## config.mk

```make
export PLATFORM = sky130hd
export DESIGN_NAME = ebsp_port
export DESIGN_NICKNAME = d
export VERILOG_FILES = /design/src/inc/ebsp_pkg.sv /design/src/design/ebsp_breaker.sv /design/src/design/ebsp_port.sv
export VERILOG_INCLUDE_DIRS = /design/src /design/src/inc
export SDC_FILE = /design/constraint.sdc
export NUM_CORES = 1
export LEC_CHECK = 0
export BUFFER_PORTS_ARGS = -buffer_cell sky130_fd_sc_hd__buf_2
export CAP_MARGIN = 20
export CORE_ASPECT_RATIO = 1.2
export CORE_MARGIN = 8
export CORE_UTILIZATION = 54
export DETAILED_ROUTE_END_ITERATION = 6
export MAX_ROUTING_LAYER = met4
export PLACE_DENSITY_LB_ADDON = 0.12
export SLEW_MARGIN = 5
export SYNTH_ARGS = -nofsm -noshare
export SYNTH_HDL_FRONTEND = slang
export SYNTH_HIERARCHICAL = 1
export SYNTH_SLANG_ARGS = --single-unit
```

## constraint.sdc

```tcl
create_clock -name ref_clk_i -period 13.2 [get_ports ref_clk_i]
set_input_delay 1.98 -clock ref_clk_i [delete_from_list [all_inputs] [get_ports ref_clk_i]]
set_output_delay 1.98 -clock ref_clk_i [all_outputs]
set_load 0.005 [all_outputs]
```

## src/inc/ebsp_defs.svh

```systemverilog
/*
  timing, slot plan and register map constants for the base-station port.
  assumes inclusion by bare name; 20 MHz system clock.
*/
`ifndef EBSP_DEFS_SVH
`define EBSP_DEFS_SVH
`define EBSP_CLK_HZ          20000000
`define EBSP_BIT_HZ          2048000
`define EBSP_SLOTS           32
`define EBSP_SLOT_SYNC       5'h00
`define EBSP_SLOT_VOICE_LO   5'h01
`define EBSP_SLOT_VOICE_HI   5'h08
`define EBSP_SLOT_SIG        5'h10
`define EBSP_SLOT_PULSE      5'h11
`define EBSP_FAS_WORD        8'h1b
`define EBSP_IDLE_WORD       8'hff
`define EBSP_PULSE_WORD      8'h01
`define EBSP_MF_FRAMES       12'ha00
`define EBSP_OFF_MS          5000
`define EBSP_TRY_MS          200
`define EBSP_REG_CTRL        4'h0
`define EBSP_REG_STAT        4'h4
`define EBSP_REG_SIG_TX      4'h8
`define EBSP_REG_SIG_RX      4'hc
`endif

```

## src/inc/ebsp_pkg.sv

```systemverilog
/*
  types for the base-station port.
  assumes nothing beyond the constants header.
*/
package ebsp_pkg;
  typedef enum logic [1:0] {EBSP_BRK_OFF, EBSP_BRK_ON, EBSP_BRK_WAIT, EBSP_BRK_TRY} ebsp_brk_e;
endpackage : ebsp_pkg

```

## src/design/ebsp_breaker.sv

```systemverilog
/*
  one electronic power breaker with retry cycle.
  assumes short_i is already synchronised; one_ms_i pulses once per ms.
*/
`include "ebsp_defs.svh"
module ebsp_breaker #(
  parameter int OFF_MS = `EBSP_OFF_MS,
  parameter int TRY_MS = `EBSP_TRY_MS
) (
  input  wire logic ref_clk_i,
  input  wire logic rst_n_i,
  input  wire logic enable_i,
  input  wire logic short_i,
  input  wire logic one_ms_i,
  output logic      fet_on_o,
  output logic      short_flag_o
);
  ebsp_pkg::ebsp_brk_e st_r;
  logic [12:0]         ms_r;

  always_ff @(posedge ref_clk_i or negedge rst_n_i) begin
    if (!rst_n_i) begin
      st_r <= ebsp_pkg::EBSP_BRK_OFF;
      ms_r <= 13'h0000;
    end else if (!enable_i) begin
      st_r <= ebsp_pkg::EBSP_BRK_OFF;
      ms_r <= 13'h0000;
    end else begin
      unique case (st_r)
        ebsp_pkg::EBSP_BRK_OFF: st_r <= ebsp_pkg::EBSP_BRK_ON;
        ebsp_pkg::EBSP_BRK_ON: begin
          if (short_i) begin
            st_r <= ebsp_pkg::EBSP_BRK_WAIT;
            ms_r <= 13'h0000;
          end
        end
        ebsp_pkg::EBSP_BRK_WAIT: begin
          if (one_ms_i) begin
            if (ms_r == 13'(OFF_MS - 1)) begin
              st_r <= ebsp_pkg::EBSP_BRK_TRY;
              ms_r <= 13'h0000;
            end else begin
              ms_r <= ms_r + 13'h0001;
            end
          end
        end
        ebsp_pkg::EBSP_BRK_TRY: begin
          if (short_i) begin
            st_r <= ebsp_pkg::EBSP_BRK_WAIT;
            ms_r <= 13'h0000;
          end else if (one_ms_i) begin
            if (ms_r == 13'(TRY_MS - 1)) begin
              st_r <= ebsp_pkg::EBSP_BRK_ON;
            end else begin
              ms_r <= ms_r + 13'h0001;
            end
          end
        end
      endcase
    end
  end

  assign fet_on_o     = (st_r == ebsp_pkg::EBSP_BRK_ON) || (st_r == ebsp_pkg::EBSP_BRK_TRY);
  assign short_flag_o = (st_r == ebsp_pkg::EBSP_BRK_WAIT);
endmodule : ebsp_breaker

```

## src/design/ebsp_port.sv

```systemverilog
/*
  four-channel E1 base-station port: slot plan framing, 320 ms pulse,
  relays, breakers, Avalon-MM registers.
  assumes pin inputs asynchronous to ref_clk_i; bit clock and frame sync
  arrive as pins and are sampled.
*/
// Implementation choices: the address map and the Avalon-MM register port.
`include "ebsp_defs.svh"
module ebsp_port #(
  parameter int NCH     = 4,
  parameter int OFF_MS  = `EBSP_OFF_MS,
  parameter int TRY_MS  = `EBSP_TRY_MS
) (
  input  wire logic           ref_clk_i,
  input  wire logic           rst_n_i,
  input  wire logic [3:0]     avs_address_i,
  input  wire logic           avs_read_i,
  input  wire logic           avs_write_i,
  input  wire logic [31:0]    avs_writedata_i,
  input  wire logic [3:0]     avs_byteenable_i,
  output logic [31:0]         avs_readdata_o,
  output logic                avs_waitrequest_o,
  input  wire logic           backplane_bit_clock_i,
  input  wire logic           backplane_frame_sync_i,
  input  wire logic [NCH-1:0] matrix_tx_data_i,
  output logic [NCH-1:0]      matrix_rx_data_o,
  input  wire logic [NCH-1:0] line_rx_pair_i,
  output logic [NCH-1:0]      line_tx_pair_o,
  output logic [NCH-1:0]      loop_relay_o,
  output logic [NCH-1:0]      bs_reset_relay_o,
  input  wire logic [NCH-1:0] short_i,
  output logic [NCH-1:0]      fet_on_o,
  output logic                mf_pulse_o
);
  localparam int MS_CYC = `EBSP_CLK_HZ / 1000;

  ////////////////////////////////////////////////////////////////////////////
  // reset and pin synchronisers
  logic [1:0] rst_sync_r;
  logic       rst_n;
  always_ff @(posedge ref_clk_i or negedge rst_n_i) begin
    if (!rst_n_i) rst_sync_r <= 2'h0;
    else rst_sync_r <= {rst_sync_r[0], 1'b1};
  end
  assign rst_n = rst_sync_r[1];

  localparam int SW = 2 + 3 * NCH;
  logic [SW-1:0] s1_r, s2_r, s3_r;
  always_ff @(posedge ref_clk_i or negedge rst_n) begin
    if (!rst_n) begin
      s1_r <= '0;
      s2_r <= '0;
      s3_r <= '0;
    end else begin
      s1_r <= {backplane_bit_clock_i, backplane_frame_sync_i, matrix_tx_data_i,
               line_rx_pair_i, short_i};
      s2_r <= s1_r;
      s3_r <= s2_r;
    end
  end
  logic           bclk_rise, fs_lvl;
  logic [NCH-1:0] mtx, lrx, shrt;
  assign bclk_rise = s2_r[SW-1] && !s3_r[SW-1];
  assign fs_lvl    = s2_r[SW-2];
  assign mtx       = s2_r[3*NCH-1:2*NCH];
  assign lrx       = s2_r[2*NCH-1:NCH];
  assign shrt      = s2_r[NCH-1:0];

  ////////////////////////////////////////////////////////////////////////////
  // bit and slot counters locked to backplane frame sync
  logic [2:0]  bit_r;
  logic [4:0]  slot_r;
  logic        last_bit;
  always_ff @(posedge ref_clk_i or negedge rst_n) begin
    if (!rst_n) begin
      bit_r  <= 3'h0;
      slot_r <= 5'h00;
    end else if (bclk_rise) begin
      if (fs_lvl) begin
        bit_r  <= 3'h0;
        slot_r <= 5'h00;
      end else begin
        bit_r  <= bit_r + 3'h1;
        if (bit_r == 3'h7) slot_r <= slot_r + 5'h01;
      end
    end
  end
  assign last_bit = bclk_rise && (bit_r == 3'h7) && (slot_r == 5'h1f);

  // multiframe pulse counter
  logic [11:0] fr_r;
  logic        mf_r;
  always_ff @(posedge ref_clk_i or negedge rst_n) begin
    if (!rst_n) begin
      fr_r <= 12'h000;
      mf_r <= 1'b0;
    end else if (last_bit) begin
      if (fr_r == `EBSP_MF_FRAMES - 12'h001) begin
        fr_r <= 12'h000;
        mf_r <= 1'b1;
      end else begin
        fr_r <= fr_r + 12'h001;
        mf_r <= 1'b0;
      end
    end
  end
  assign mf_pulse_o = mf_r;

  ////////////////////////////////////////////////////////////////////////////
  // register file
  logic [NCH-1:0] loop_r, rst_r, brk_en_r;
  logic [7:0]     sig_tx_r [NCH];
  logic [7:0]     sig_rx_r [NCH];
  logic [NCH-1:0] flag;
  logic           ack_r;
  logic [31:0]    rd_r;
  always_ff @(posedge ref_clk_i or negedge rst_n) begin
    if (!rst_n) begin
      loop_r   <= '0;
      rst_r    <= '0;
      brk_en_r <= '0;
      for (int c = 0; c < NCH; c++) sig_tx_r[c] <= `EBSP_IDLE_WORD;
    end else if (avs_write_i && ack_r) begin
      if (avs_address_i == `EBSP_REG_CTRL && avs_byteenable_i[0]) begin
        loop_r   <= avs_writedata_i[NCH-1:0];
        rst_r    <= avs_writedata_i[2*NCH-1:NCH];
      end
      if (avs_address_i == `EBSP_REG_CTRL && avs_byteenable_i[1])
        brk_en_r <= avs_writedata_i[8+NCH-1:8];
      if (avs_address_i == `EBSP_REG_SIG_TX)
        for (int c = 0; c < NCH; c++)
          if (avs_byteenable_i[c]) sig_tx_r[c] <= avs_writedata_i[8*c+:8];
    end
  end
  always_ff @(posedge ref_clk_i or negedge rst_n) begin
    if (!rst_n) begin
      ack_r <= 1'b0;
      rd_r  <= 32'h00000000;
    end else begin
      ack_r <= (avs_read_i || avs_write_i) && !ack_r;
      rd_r  <= 32'h00000000;
      if (avs_read_i && !ack_r) begin
        unique case (avs_address_i)
          `EBSP_REG_CTRL: rd_r <= {16'h0000, 4'h0, brk_en_r, rst_r, loop_r};
          `EBSP_REG_STAT: rd_r <= {24'h000000, 4'h0, flag};
          `EBSP_REG_SIG_TX: rd_r <= {sig_tx_r[3], sig_tx_r[2], sig_tx_r[1], sig_tx_r[0]};
          `EBSP_REG_SIG_RX: rd_r <= {sig_rx_r[3], sig_rx_r[2], sig_rx_r[1], sig_rx_r[0]};
          default: rd_r <= 32'h00000000;
        endcase
      end
    end
  end
  assign avs_waitrequest_o = (avs_read_i || avs_write_i) && !ack_r;
  assign avs_readdata_o    = rd_r;
  assign loop_relay_o      = loop_r;
  assign bs_reset_relay_o  = rst_r;

  ////////////////////////////////////////////////////////////////////////////
  // per-channel framing and elastic buffers
  logic [7:0] tx_word [NCH];
  logic [7:0] tx_sh_r [NCH];
  logic [7:0] rx_sh_r [NCH];
  logic [7:0] elas_up_r [NCH];
  logic [7:0] elas_dn_r [NCH];
  logic [7:0] up_sh_r [NCH];
  logic [NCH-1:0] ltx_r, mrx_r;
  logic [NCH-1:0] rx_bit;

  // loopback takes the bit being sent now, so words stay slot aligned
  always_comb begin
    for (int c = 0; c < NCH; c++) begin
      if (slot_r == `EBSP_SLOT_SYNC)
        tx_word[c] = `EBSP_FAS_WORD;
      else if (slot_r >= `EBSP_SLOT_VOICE_LO && slot_r <= `EBSP_SLOT_VOICE_HI)
        tx_word[c] = elas_dn_r[c];
      else if (slot_r == `EBSP_SLOT_SIG)
        tx_word[c] = sig_tx_r[c];
      else if (slot_r == `EBSP_SLOT_PULSE)
        tx_word[c] = mf_r ? `EBSP_PULSE_WORD : 8'h00;
      else
        tx_word[c] = `EBSP_IDLE_WORD;
      rx_bit[c] = loop_r[c] ? tx_word[c][3'h7 - bit_r] : lrx[c];
    end
  end

  always_ff @(posedge ref_clk_i or negedge rst_n) begin
    if (!rst_n) begin
      for (int c = 0; c < NCH; c++) begin
        tx_sh_r[c]   <= `EBSP_IDLE_WORD;
        rx_sh_r[c]   <= 8'h00;
        elas_up_r[c] <= `EBSP_IDLE_WORD;
        elas_dn_r[c] <= `EBSP_IDLE_WORD;
        up_sh_r[c]   <= `EBSP_IDLE_WORD;
        sig_rx_r[c]  <= 8'h00;
      end
      ltx_r <= '1;
      mrx_r <= '1;
    end else if (bclk_rise) begin
      for (int c = 0; c < NCH; c++) begin
        rx_sh_r[c] <= {rx_sh_r[c][6:0], rx_bit[c]};
        tx_sh_r[c] <= {tx_sh_r[c][6:0], mtx[c]};
        if (bit_r == 3'h7) begin
          elas_dn_r[c] <= {tx_sh_r[c][6:0], mtx[c]};
          if (slot_r >= `EBSP_SLOT_VOICE_LO && slot_r <= `EBSP_SLOT_VOICE_HI)
            elas_up_r[c] <= {rx_sh_r[c][6:0], rx_bit[c]};
          if (slot_r == `EBSP_SLOT_SIG)
            sig_rx_r[c] <= {rx_sh_r[c][6:0], rx_bit[c]};
          up_sh_r[c] <= elas_up_r[c];
        end else begin
          up_sh_r[c] <= {up_sh_r[c][6:0], 1'b1};
        end
        ltx_r[c] <= tx_word[c][3'h7 - bit_r];
        mrx_r[c] <= up_sh_r[c][7];
      end
    end
  end
  assign line_tx_pair_o   = ltx_r;
  assign matrix_rx_data_o = mrx_r;

  ////////////////////////////////////////////////////////////////////////////
  // millisecond enable and breakers
  logic [14:0] ms_cnt_r;
  logic        one_ms;
  always_ff @(posedge ref_clk_i or negedge rst_n) begin
    if (!rst_n) ms_cnt_r <= 15'h0000;
    else if (ms_cnt_r == 15'(MS_CYC - 1)) ms_cnt_r <= 15'h0000;
    else ms_cnt_r <= ms_cnt_r + 15'h0001;
  end
  assign one_ms = (ms_cnt_r == 15'(MS_CYC - 1));

  for (genvar g = 0; g < NCH; g++) begin : g_brk
    ebsp_breaker #(.OFF_MS(OFF_MS), .TRY_MS(TRY_MS)) u_brk (
      .ref_clk_i    (ref_clk_i),
      .rst_n_i      (rst_n),
      .enable_i     (brk_en_r[g]),
      .short_i      (shrt[g]),
      .one_ms_i     (one_ms),
      .fet_on_o     (fet_on_o[g]),
      .short_flag_o (flag[g])
    );
  end
endmodule : ebsp_port

```

==> results of run 1 <==
==> power by group through the flow <==
stage          clock network, W  registers, W  logic (W)
4_1_cts                 0.00124       0.00144   0.000291
5_1_grt                 0.00129       0.00145   0.000330
6_report                0.00121       0.00144   0.000295
3_5_place_dp                  0       0.00146   0.000289
2_1_floorplan                 0       0.00143   0.000198
3_3_place_gp                  0       0.00145   0.000281
==> cells in the mapped netlist (all sizes together), types with 16 or more instances <==
| cell | n | area (µm²) |
|---|---|---|
| nand2 | 295 | 1107 |
| dfrtp | 232 | 5806 |
| dfstp | 164 | 4309 |
| mux2 | 153 | 1723 |
| nor2 | 93 | 356.6 |
| o21ai | 71 | 370.4 |
| nand3 | 41 | 205.2 |
| clkbuf | 40 | 151.4 |
| buf | 36 | 197.7 |
| a21oi | 35 | 175.2 |
| mux2i | 29 | 290.3 |
| o31ai | 29 | 217.7 |
| a22oi | 28 | 210.2 |
| a2bb2oi | 24 | 210.2 |
| inv | 23 | 86.33 |
| nor2b | 22 | 140.1 |
| and3 | 17 | 106.4 |
| a31oi | 16 | 100.1 |
| nand4 | 16 | 100.1 |
==> metrics by stage <==
| step | instance area (µm²) | worst slack (ns) | std cells | total power, W | hold WS (ns) |
|---|---|---|---|---|---|
| after global routing | 20170 | 8.765 | 2115 | 0.003066 | 0.3571 |
| after floorplan | 17810 | 1.632 | 1574 | 0.001626 | 0.3312 |
| final | 20170 | 8.780 | 2115 | 0.002942 | 0.3450 |
| after global placement | 18670 | 8.829 | 2037 | 0.001735 | 0.3322 |
| after CTS | 20120 | 8.786 | 2113 | 0.002974 | 0.3494 |
| after detailed placement | 18670 | 8.786 | 2037 | 0.001747 | 0.3362 |
==> flip-flops by register name, summed over array words and instances (netlist names), 4 cells and up <==
signal / cells
avs_readdata_o: 32
brk_en_r: 4
bs_reset_relay_o: 4
elas_dn_r: 32
elas_up_r: 32
fr_r: 12
g_brk.u_brk/ms_r: 52
g_brk.u_brk/st_r: 8
line_tx_pair_o: 4
loop_relay_o: 4
matrix_rx_data_o: 4
ms_cnt_r: 15
rx_sh_r: 28
s1_r: 14
s2_r: 14
sig_rx_r: 32
sig_tx_r: 32
slot_r: 5
tx_sh_r: 28
up_sh_r: 32
==> final timing paths <==
check	start	endpoint	slack [ns]
max reg2reg	slot_r[0]$_DFFE_PN0P_	rx_sh_r[24]$_DFFE_PN0P_	9.69
min in group ref_clk_i	s1_r[4]$_DFF_PN0_	s2_r[4]$_DFF_PN0_	0.35
min reg2reg	rst_sync_r[1]$_DFF_PN0_	sig_rx_r[2]$_DFFE_PN0P_	0.34
max	avs_write_i	avs_waitrequest_o	8.78
min	rst_sync_r[1]$_DFF_PN0_	sig_rx_r[2]$_DFFE_PN0P_	0.34
max in group asynchronous	rst_sync_r[1]$_DFF_PN0_	ms_cnt_r[4]$_DFF_PN0_	10.60
==> area by class of cell <==
class / instances / area share
repair buffers: 129 / 0.03623
flip-flops and latches: 396 / 0.5016
multi-input cells: 1079 / 0.3608
well taps: 412 / 0.02556
clock inverters: 15 / 0.009305
clock buffers: 61 / 0.06215
inverters: 23 / 0.004280
==> placed cells by master (no fill, tap or decap), types with 8 or more instances in the layout <==
cell type,count
dfstp_2,164
a2bb2oi_1,24
xor2_1,8
inv_1,22
mux2_2,134
clkbuf_16,43
nor2_1,89
and2_1,9
nor2b_1,20
a21o_1,9
ha_1,11
dfrtp_1,231
nand3_1,41
buf_2,111
a22oi_1,28
o31ai_1,29
nand2_1,295
nand4_1,16
nor3_1,9
a31oi_1,16
a21oi_1,35
clkbuf_8,11
and3_1,17
o221ai_1,8
a22o_1,9
buf_4,16
mux2i_1,29
mux2_1,19
o21ai_0,62
xnor2_1,14
==> worst max-delay path, stage by stage <==
cell	delay, ns
buf_2	0.12
nor2_1	0.04
nor2_1	0.15
buf_2	0.15
==> logic make-up after synthesis <==
| kind of cell | synth area share |
|---|---|
| compound gates | 0.1153 |
| xor+xnor | 0.01082 |
| fa+ha+maj | 0.008431 |
| buf+inv | 0.02445 |
| flops | 0.5680 |
| mux | 0.1181 |
| other cells | 0.0002106 |
| simple gates | 0.1547 |
==> per-layer routing <==
layer	vias to the layer above	global-route usage	share of wire
met5	-	-	0
met4	0	0.07280	0.027
met3	62	0.03241	0.043
met2	269	0.3517	0.49
met1	6320	0.2774	0.44
li1	5789	-	-
==> metrics.csv, run 1 <==
metric;value;unit
status;complete, no violations;
synth_cells;1574;
setup_viol_count_final;0;
vias;12440;
antenna_found_initial;0;
cts_max_path_buffers;3;
cts_tree;built;
combPwrFrac;0.100;
postSynthAreaPerCell;11.31;µm²
syn_area;0.01781;mm²
clock_sinks;396;
htreeDepth;2;
maxCapViolCount;0;
hold_buffers;0;
ir_drop;0.09592;mV
ant_nets;0;
p_sw_frac;0.2515;
first_pass_iters;5;
critical_path_arrival;2.44;ns
gp_congestion;0.8916;
n_antenna_cell;0;
cts_made_buffers;41;
clock-root-buffer;clkbuf_16;
yosys_register_bits;396;
synth-edff-count;0;
coreArea;0.03279;mm²
grt_pass1_wl;67130;µm
first_global_vias;12450;
wire_per_inst;19.55;µm
synth_cell_type_count;80;
postCtsSetupRepairBufs;0;
worstMarginPinSlew;0.9985;ns
dpl.hpwl;28270;µm
cts-resized-gates;0;
dieArea;0.03907;mm²
leakage;8.909;nW
clk_latency;0.55;ns
critPathCaptureType;output pin;
rsz0062_at_grt;no;
die_y;214.9;µm
rows;73;
drive_above_1_share;0.3271;
pwr-share-seq;0.488;
final_core_util;0.6151;
worstSetupStartpointType;primary input;
power.internal;0.002202;W
port_buffers;111;
crit_required;11.22;ns
syn2layout_area_growth;13.26;%
max_freq;226.3;MHz
final_hold_viol_count;0;
wl;41340;µm
gr-total-overflow;0;
grt.total_usage;0.2171;
multi_input_area;0.007278;mm²
hp-class;reg -> async;
pin_count;112;
drc_errors;0;
clkPwrFrac;0.412;
maxSlewViolCount;0;
relSlewSlack;0.3343;
grt_max_degree;99;
fin_nets;1740;
clk_pin_slew;0.06;ns
synthFlopType;dfrtp_1;
final.period_utilization;0.3348;
cellPowerDensity;145.8;mW/mm²
critPathKind;in -> out;
synth_warnings;6;
finalCriticalPeriod;4.420;ns
switching_power;0.0007398;W
ys_seq_area_frac;0.5680;
synthesis.nets;1644;
ff2ff_path_depth;9;
fp.dieW;181.8;µm
floorplan.initialDensity;0.5431;
ys_async_sr_fraction;1.000;
fillers;2709;
via_per_inst;5.882;
finalSetupTns;0;ns
clock-skew-final;0.03137;ns
ff_latch_area;0.01012;mm²
critPathMaxFanout;5;
first_iter_violations;710;
Power figures use the tool's default switching activity.
==> run 2, diff against run 1 <==
==> constraint.sdc (replaced) <==
create_clock -name ref_clk_i -period 4.3 [get_ports ref_clk_i]
set_input_delay 0.645 -clock ref_clk_i [delete_from_list [all_inputs] [get_ports ref_clk_i]]
set_output_delay 0.645 -clock ref_clk_i [all_outputs]
set_load 0.005 [all_outputs]
==> metrics.csv, run 2 (synthesized netlist as in run 1, its figures left out) <==
metric;value;unit
pin_count;112;
clock-skew-final;0.01984;ns
top_usage_layer;met2;
wire_per_inst;19.96;µm
coreArea;0.03279;mm²
n_antenna_cell;0;
gp_congestion;0.8824;
final.period_utilization;0.6986;
die_y;214.9;µm
grt.total_usage;0.2227;
drive_above_1_share;0.3312;
cts-resized-gates;0;
ir_drop;0.3212;mV
first_pass_iters;5;
gr-total-overflow;0;
wl;42390;µm
mostFrequentLayoutCells;nand2_1, dfrtp_1, dfstp_2;
maxSlewViolCount;0;
critPathCaptureType;register;
fp.dieW;181.8;µm
postCtsSetupRepairBufs;0;
port_buffers;111;
htreeDepth;2;
clock-root-buffer;clkbuf_16;
largest_reg_flops;52;
grt_util_met1;0.2864;
clk_latency;0.55;ns
drc_errors;0;
regMostFlops;g_brk.u_brk/ms_r;
setup_viol_count_final;0;
vias;12370;
hold_buffers;1;
final_common_cell;nand2_1;
via_per_inst;5.824;
worstSetupStartpointType;register;
rows;73;
dieArea;0.03907;mm²
ant_nets;0;
first_iter_violations;702;
status;complete, no violations;
antenna_found_initial;0;
grt_max_degree;93;
critPathKind;reg -> reg;
clock_sinks;396;
cts_made_buffers;42;
relSlewSlack;0.2909;
use_met2;0.3573;
cts_tree;built;
crit_required;4.78;ns
leakage;8.923;nW
power.total;0.008929;W
met3_usage;0.03325;
clk_pin_slew;0.06;ns
hp-class;in -> reg;
worstMarginPinSlew;1.064;ns
final_hold_viol_count;0;
grt_pass1_wl;68630;µm
finalCriticalPeriod;3.004;ns
syn2layout_area_growth;13.37;%
rsz0062_at_grt;no;
finalSetupTns;0;ns
cellPowerDensity;442.3;mW/mm²
first_global_vias;12420;
fin_nets;1748;
fillers;2707;
critical_path_arrival;3.48;ns
critPathMaxFanout;25;
floorplan.initialDensity;0.5431;
max_freq;332.9;MHz
cts_max_path_buffers;3;
maxCapViolCount;0;
dpl.hpwl;29420;µm
[run 2: cell count changes in the layout (fill, tap and decap cells not counted), sizes merged]
| cell | change |
|---|---|
| bufinv | -1 |
| inv | +2 |
| clkinvlp | +2 |
| dlygate4sd3 | +1 |
| buf | +6 |
| clkinv | +6 |
| clkbuf | -7 |
[run 2: worst paths after layout]
path / from / end / slack, ns / cells past startpoint
setup / recovery: slot_r[0]$_DFFE_PN0P_ / rx_sh_r[16]$_DFFE_PN0P_ / 1.30 / 10
hold reg to reg: s1_r[6]$_DFF_PN0_ / s2_r[6]$_DFF_PN0_ / 0.35 / 0
min in group asynchronous: rst_n_i / rst_sync_r[1]$_DFF_PN0_ / 0.41 / 2
setup reg to reg: slot_r[0]$_DFFE_PN0P_ / rx_sh_r[16]$_DFFE_PN0P_ / 1.30 / 10
hold / removal: matrix_tx_data_i[3] / s1_r[11]$_DFF_PN0_ / 0.20 / 1
max in group asynchronous: rst_sync_r[1]$_DFF_PN0_ / sig_tx_r[25]$_DFFE_PN1P_ / 2.69 / 1
[run 2: layer usage]
| layer | wire (µm) | up-vias | part of all wire |
|---|---|---|---|
| li1 | - | 5789 | - |
| met3 | 1938 | 68 | 0.046 |
| met2 | 20330 | 267 | 0.48 |
| met4 | 1445 | 0 | 0.034 |
| met5 | 0 | - | 0 |
| met1 | 18670 | 6247 | 0.44 |
[run 2: worst max-delay path, cell delays in order (launching register included)]
cell and delay, ns:
dfrtp_1 0.44, inv_1 0.09, ha_1 0.21, buf_4 0.21
nor2b_2 0.20, o221ai_2 0.81, nor2_2 0.08, o311ai_2 0.25
a21boi_1 0.15, a311oi_2 0.30, a221o_1 0.20
[run 2: where the power goes]
group / switching (W) / internal (W) / total [W]
sequential: 0.000310 / 0.00413 / 0.00444
clock: 0.00149 / 0.00211 / 0.00360
combinational: 0.000521 / 0.000367 / 0.000888
total: 0.00232 / 0.00661 / 0.00893
[run 2: area by class of cell]
type,instances,area [µm²],share of cell area
repair buffers,136,795.8,0.03941
inverters,23,86.33,0.004276
clock inverters,24,229.0,0.01134
flip-flops and latches,396,10120,0.5012
clock buffers,54,1166,0.05776
well taps,412,515.5,0.02553
multi-input cells,1079,7278,0.3605
[run 2: per-stage QoR]
| step | std cells | setup slack [ns] | hold slack, ns | util | cell area [µm²] |
|---|---|---|---|---|---|
| 2_1_floorplan | 1574 | 0.4982 | 0.3312 | - | 17810 |
| 3_3_place_gp | 2045 | 1.476 | 0.3318 | 0.5729 | 18780 |
| 3_5_place_dp | 2045 | 1.369 | 0.3347 | 0.5729 | 18780 |
| 4_1_cts | 2124 | 1.351 | 0.1748 | 0.6157 | 20190 |
| 5_1_grt | 2124 | 1.116 | 0.1836 | 0.6157 | 20190 |
| 6_report | 2124 | 1.296 | 0.1958 | 0.6157 | 20190 |
==> run 3, diff against run 2 <==
==> constraint.sdc (replaced) <==
create_clock -name ref_clk_i -period 2.7 [get_ports ref_clk_i]
set_input_delay 0.405 -clock ref_clk_i [delete_from_list [all_inputs] [get_ports ref_clk_i]]
set_output_delay 0.405 -clock ref_clk_i [all_outputs]
set_load 0.005 [all_outputs]
==> metrics.csv, run 3 (synthesized netlist as in run 1, its figures left out) <==
metric;value;unit
largest_reg_flops;52;
clock_sinks;396;
finalSetupTns;0;ns
relSlewSlack;0.4954;
port_buffers;111;
via_per_inst;5.727;
r2r_start;slot_r[0]$_DFFE_PN0P_;
regMostFlops;g_brk.u_brk/ms_r;
reg2reg_to;rx_sh_r[0]$_DFFE_PN0P_;
final_hold_viol_count;0;
pin_count;112;
wire_per_inst;19.59;µm
wl;42340;µm
gp_congestion;0.9065;
critPathMaxFanout;7;
fin_nets;1786;
finalCriticalPeriod;2.505;ns
coreArea;0.03279;mm²
drive_above_1_share;0.3379;
worstMarginPinSlew;0.7569;ns
clock-root-buffer;clkbuf_16;
ff2ff_path_depth;9;
status;complete, no violations;
vias;12380;
clock-skew-final;0.01803;ns
first_pass_iters;5;
grt_pass1_wl;69800;µm
die_y;214.9;µm
cp-startpoint;slot_r[0]$_DFFE_PN0P_;
syn2layout_area_growth;15.79;%
maxCapViolCount;0;
leakage;9.136;nW
final.period_utilization;0.9279;
clk_pin_slew;0.06;ns
cts_tree;built;
cts_max_path_buffers;3;
first_iter_violations;670;
floorplan.initialDensity;0.5431;
grt.total_usage;0.2258;
dpl.hpwl;30080;µm
fp.dieW;181.8;µm
first_global_vias;12720;
critPathKind;reg -> reg;
critPathCaptureType;register;
crit_required;3.18;ns
hp-class;in -> reg;
max_freq;399.1;MHz
maxSlewViolCount;0;
gr-total-overflow;0;
crit_end;rx_sh_r[0]$_DFFE_PN0P_;
antenna_found_initial;1;
dieArea;0.03907;mm²
htreeDepth;2;
mostFrequentLayoutCells;nand2_1, dfrtp_1, dfstp_2;
setup_viol_count_final;0;
drc_errors;0;
rsz0062_at_grt;no;
clk_latency;0.54;ns
rows;73;
worstSetupStartpointType;register;
ff2ff_setup_slack;0.19;ns
postCtsSetupRepairBufs;0;
cellPowerDensity;691.0;mW/mm²
fin_hold_ws;0.09392;ns
ir_drop;0.6046;mV
final_common_cell;nand2_1;
ant_nets;0;
critical_path_arrival;2.99;ns
cts_made_buffers;41;
grt_max_degree;92;
-- run 3: cell count changes in the layout (fill, tap and decap cells not counted), sizes merged --
| cell | delta |
|---|---|
| buf | +25 |
| bufinv | -1 |
| clkbuf | +6 |
| clkinv | -4 |
| clkinvlp | -1 |
| diode | +1 |
| dlygate4sd3 | +14 |
| inv | -2 |
-- run 3: how the worst min path moves through the flow --
stage                              startpoint                        to  cells after the start
after floorplan                       rst_n_i   rst_sync_r[0]$_DFF_PN0_                      0
after global placement                rst_n_i   rst_sync_r[0]$_DFF_PN0_                      1
after detailed placement              rst_n_i   rst_sync_r[0]$_DFF_PN0_                      1
after CTS                 avs_writedata_i[13]  sig_tx_r[21]$_DFFE_PN1P_                      2
after global routing      avs_writedata_i[27]   sig_tx_r[3]$_DFFE_PN1P_                      2
final                     avs_writedata_i[22]  sig_tx_r[14]$_DFFE_PN1P_                      2
-- run 3: timing repair --
action / CTS / global route
hold buffers: 15 / 0
setup endpoints to repair: 0 / 5
hold endpoints to repair: 16 / 0
resized for setup: 0 / 4
-- run 3: power by group --
part / internal, W / switching, W / leakage [nW]
logic: 0.000666 / 0.000863 / 3.64
registers: 0.00657 / 0.000451 / 4.82
clock network: 0.00339 / 0.00231 / 0.683
total: 0.0106 / 0.00362 / 9.14
-- run 3: layout make-up --
type	instances	area, µm²
tap	412	515.5
clock buffer	60	1240
clock inverter	16	145.1
antenna	1	2.502
timing repair buffer	175	1211
inverter	23	86.33
multi-input combinational	1079	7301
sequential	396	10120
fill	2606	12170
-- run 3: through the flow --
| step | setup slack (ns) | cell area (µm²) | std cells | total power (W) | utilization |
|---|---|---|---|---|---|
| 5_1_grt | 0.005131 | 20620 | 2162 | 0.01486 | 0.6288 |
| 3_5_place_dp | 0.2009 | 19060 | 2070 | 0.008617 | 0.5813 |
| 6_report | 0.1946 | 20620 | 2162 | 0.01425 | 0.6288 |
| 4_1_cts | 0.1857 | 20590 | 2161 | 0.01439 | 0.6281 |
| 2_1_floorplan | -1.102 | 17810 | 1574 | 0.007949 | - |
| 3_3_place_gp | 0.2697 | 19060 | 2070 | 0.008566 | 0.5813 |
-- run 3: critical path: stages (launching register included) --
cell	delay, ns
dfrtp_1	0.44
inv_1	0.09
ha_1	0.26
nor2b_2	0.20
and3_1	0.23
nand2b_1	0.24
o311ai_2	0.35
a21boi_2	0.11
a311oi_2	0.32
a221o_1	0.20
-- run 3: layer usage --
metal | routed length (µm) | part of all wire | GRT usage | up-vias
met5 | 0 | 0 | - | -
met4 | 852 | 0.020 | 0.06048 | 0
met3 | 1697 | 0.040 | 0.02954 | 65
met2 | 21570 | 0.51 | 0.3751 | 245
met1 | 18230 | 0.43 | 0.2893 | 6193
li1 | - | - | - | 5878
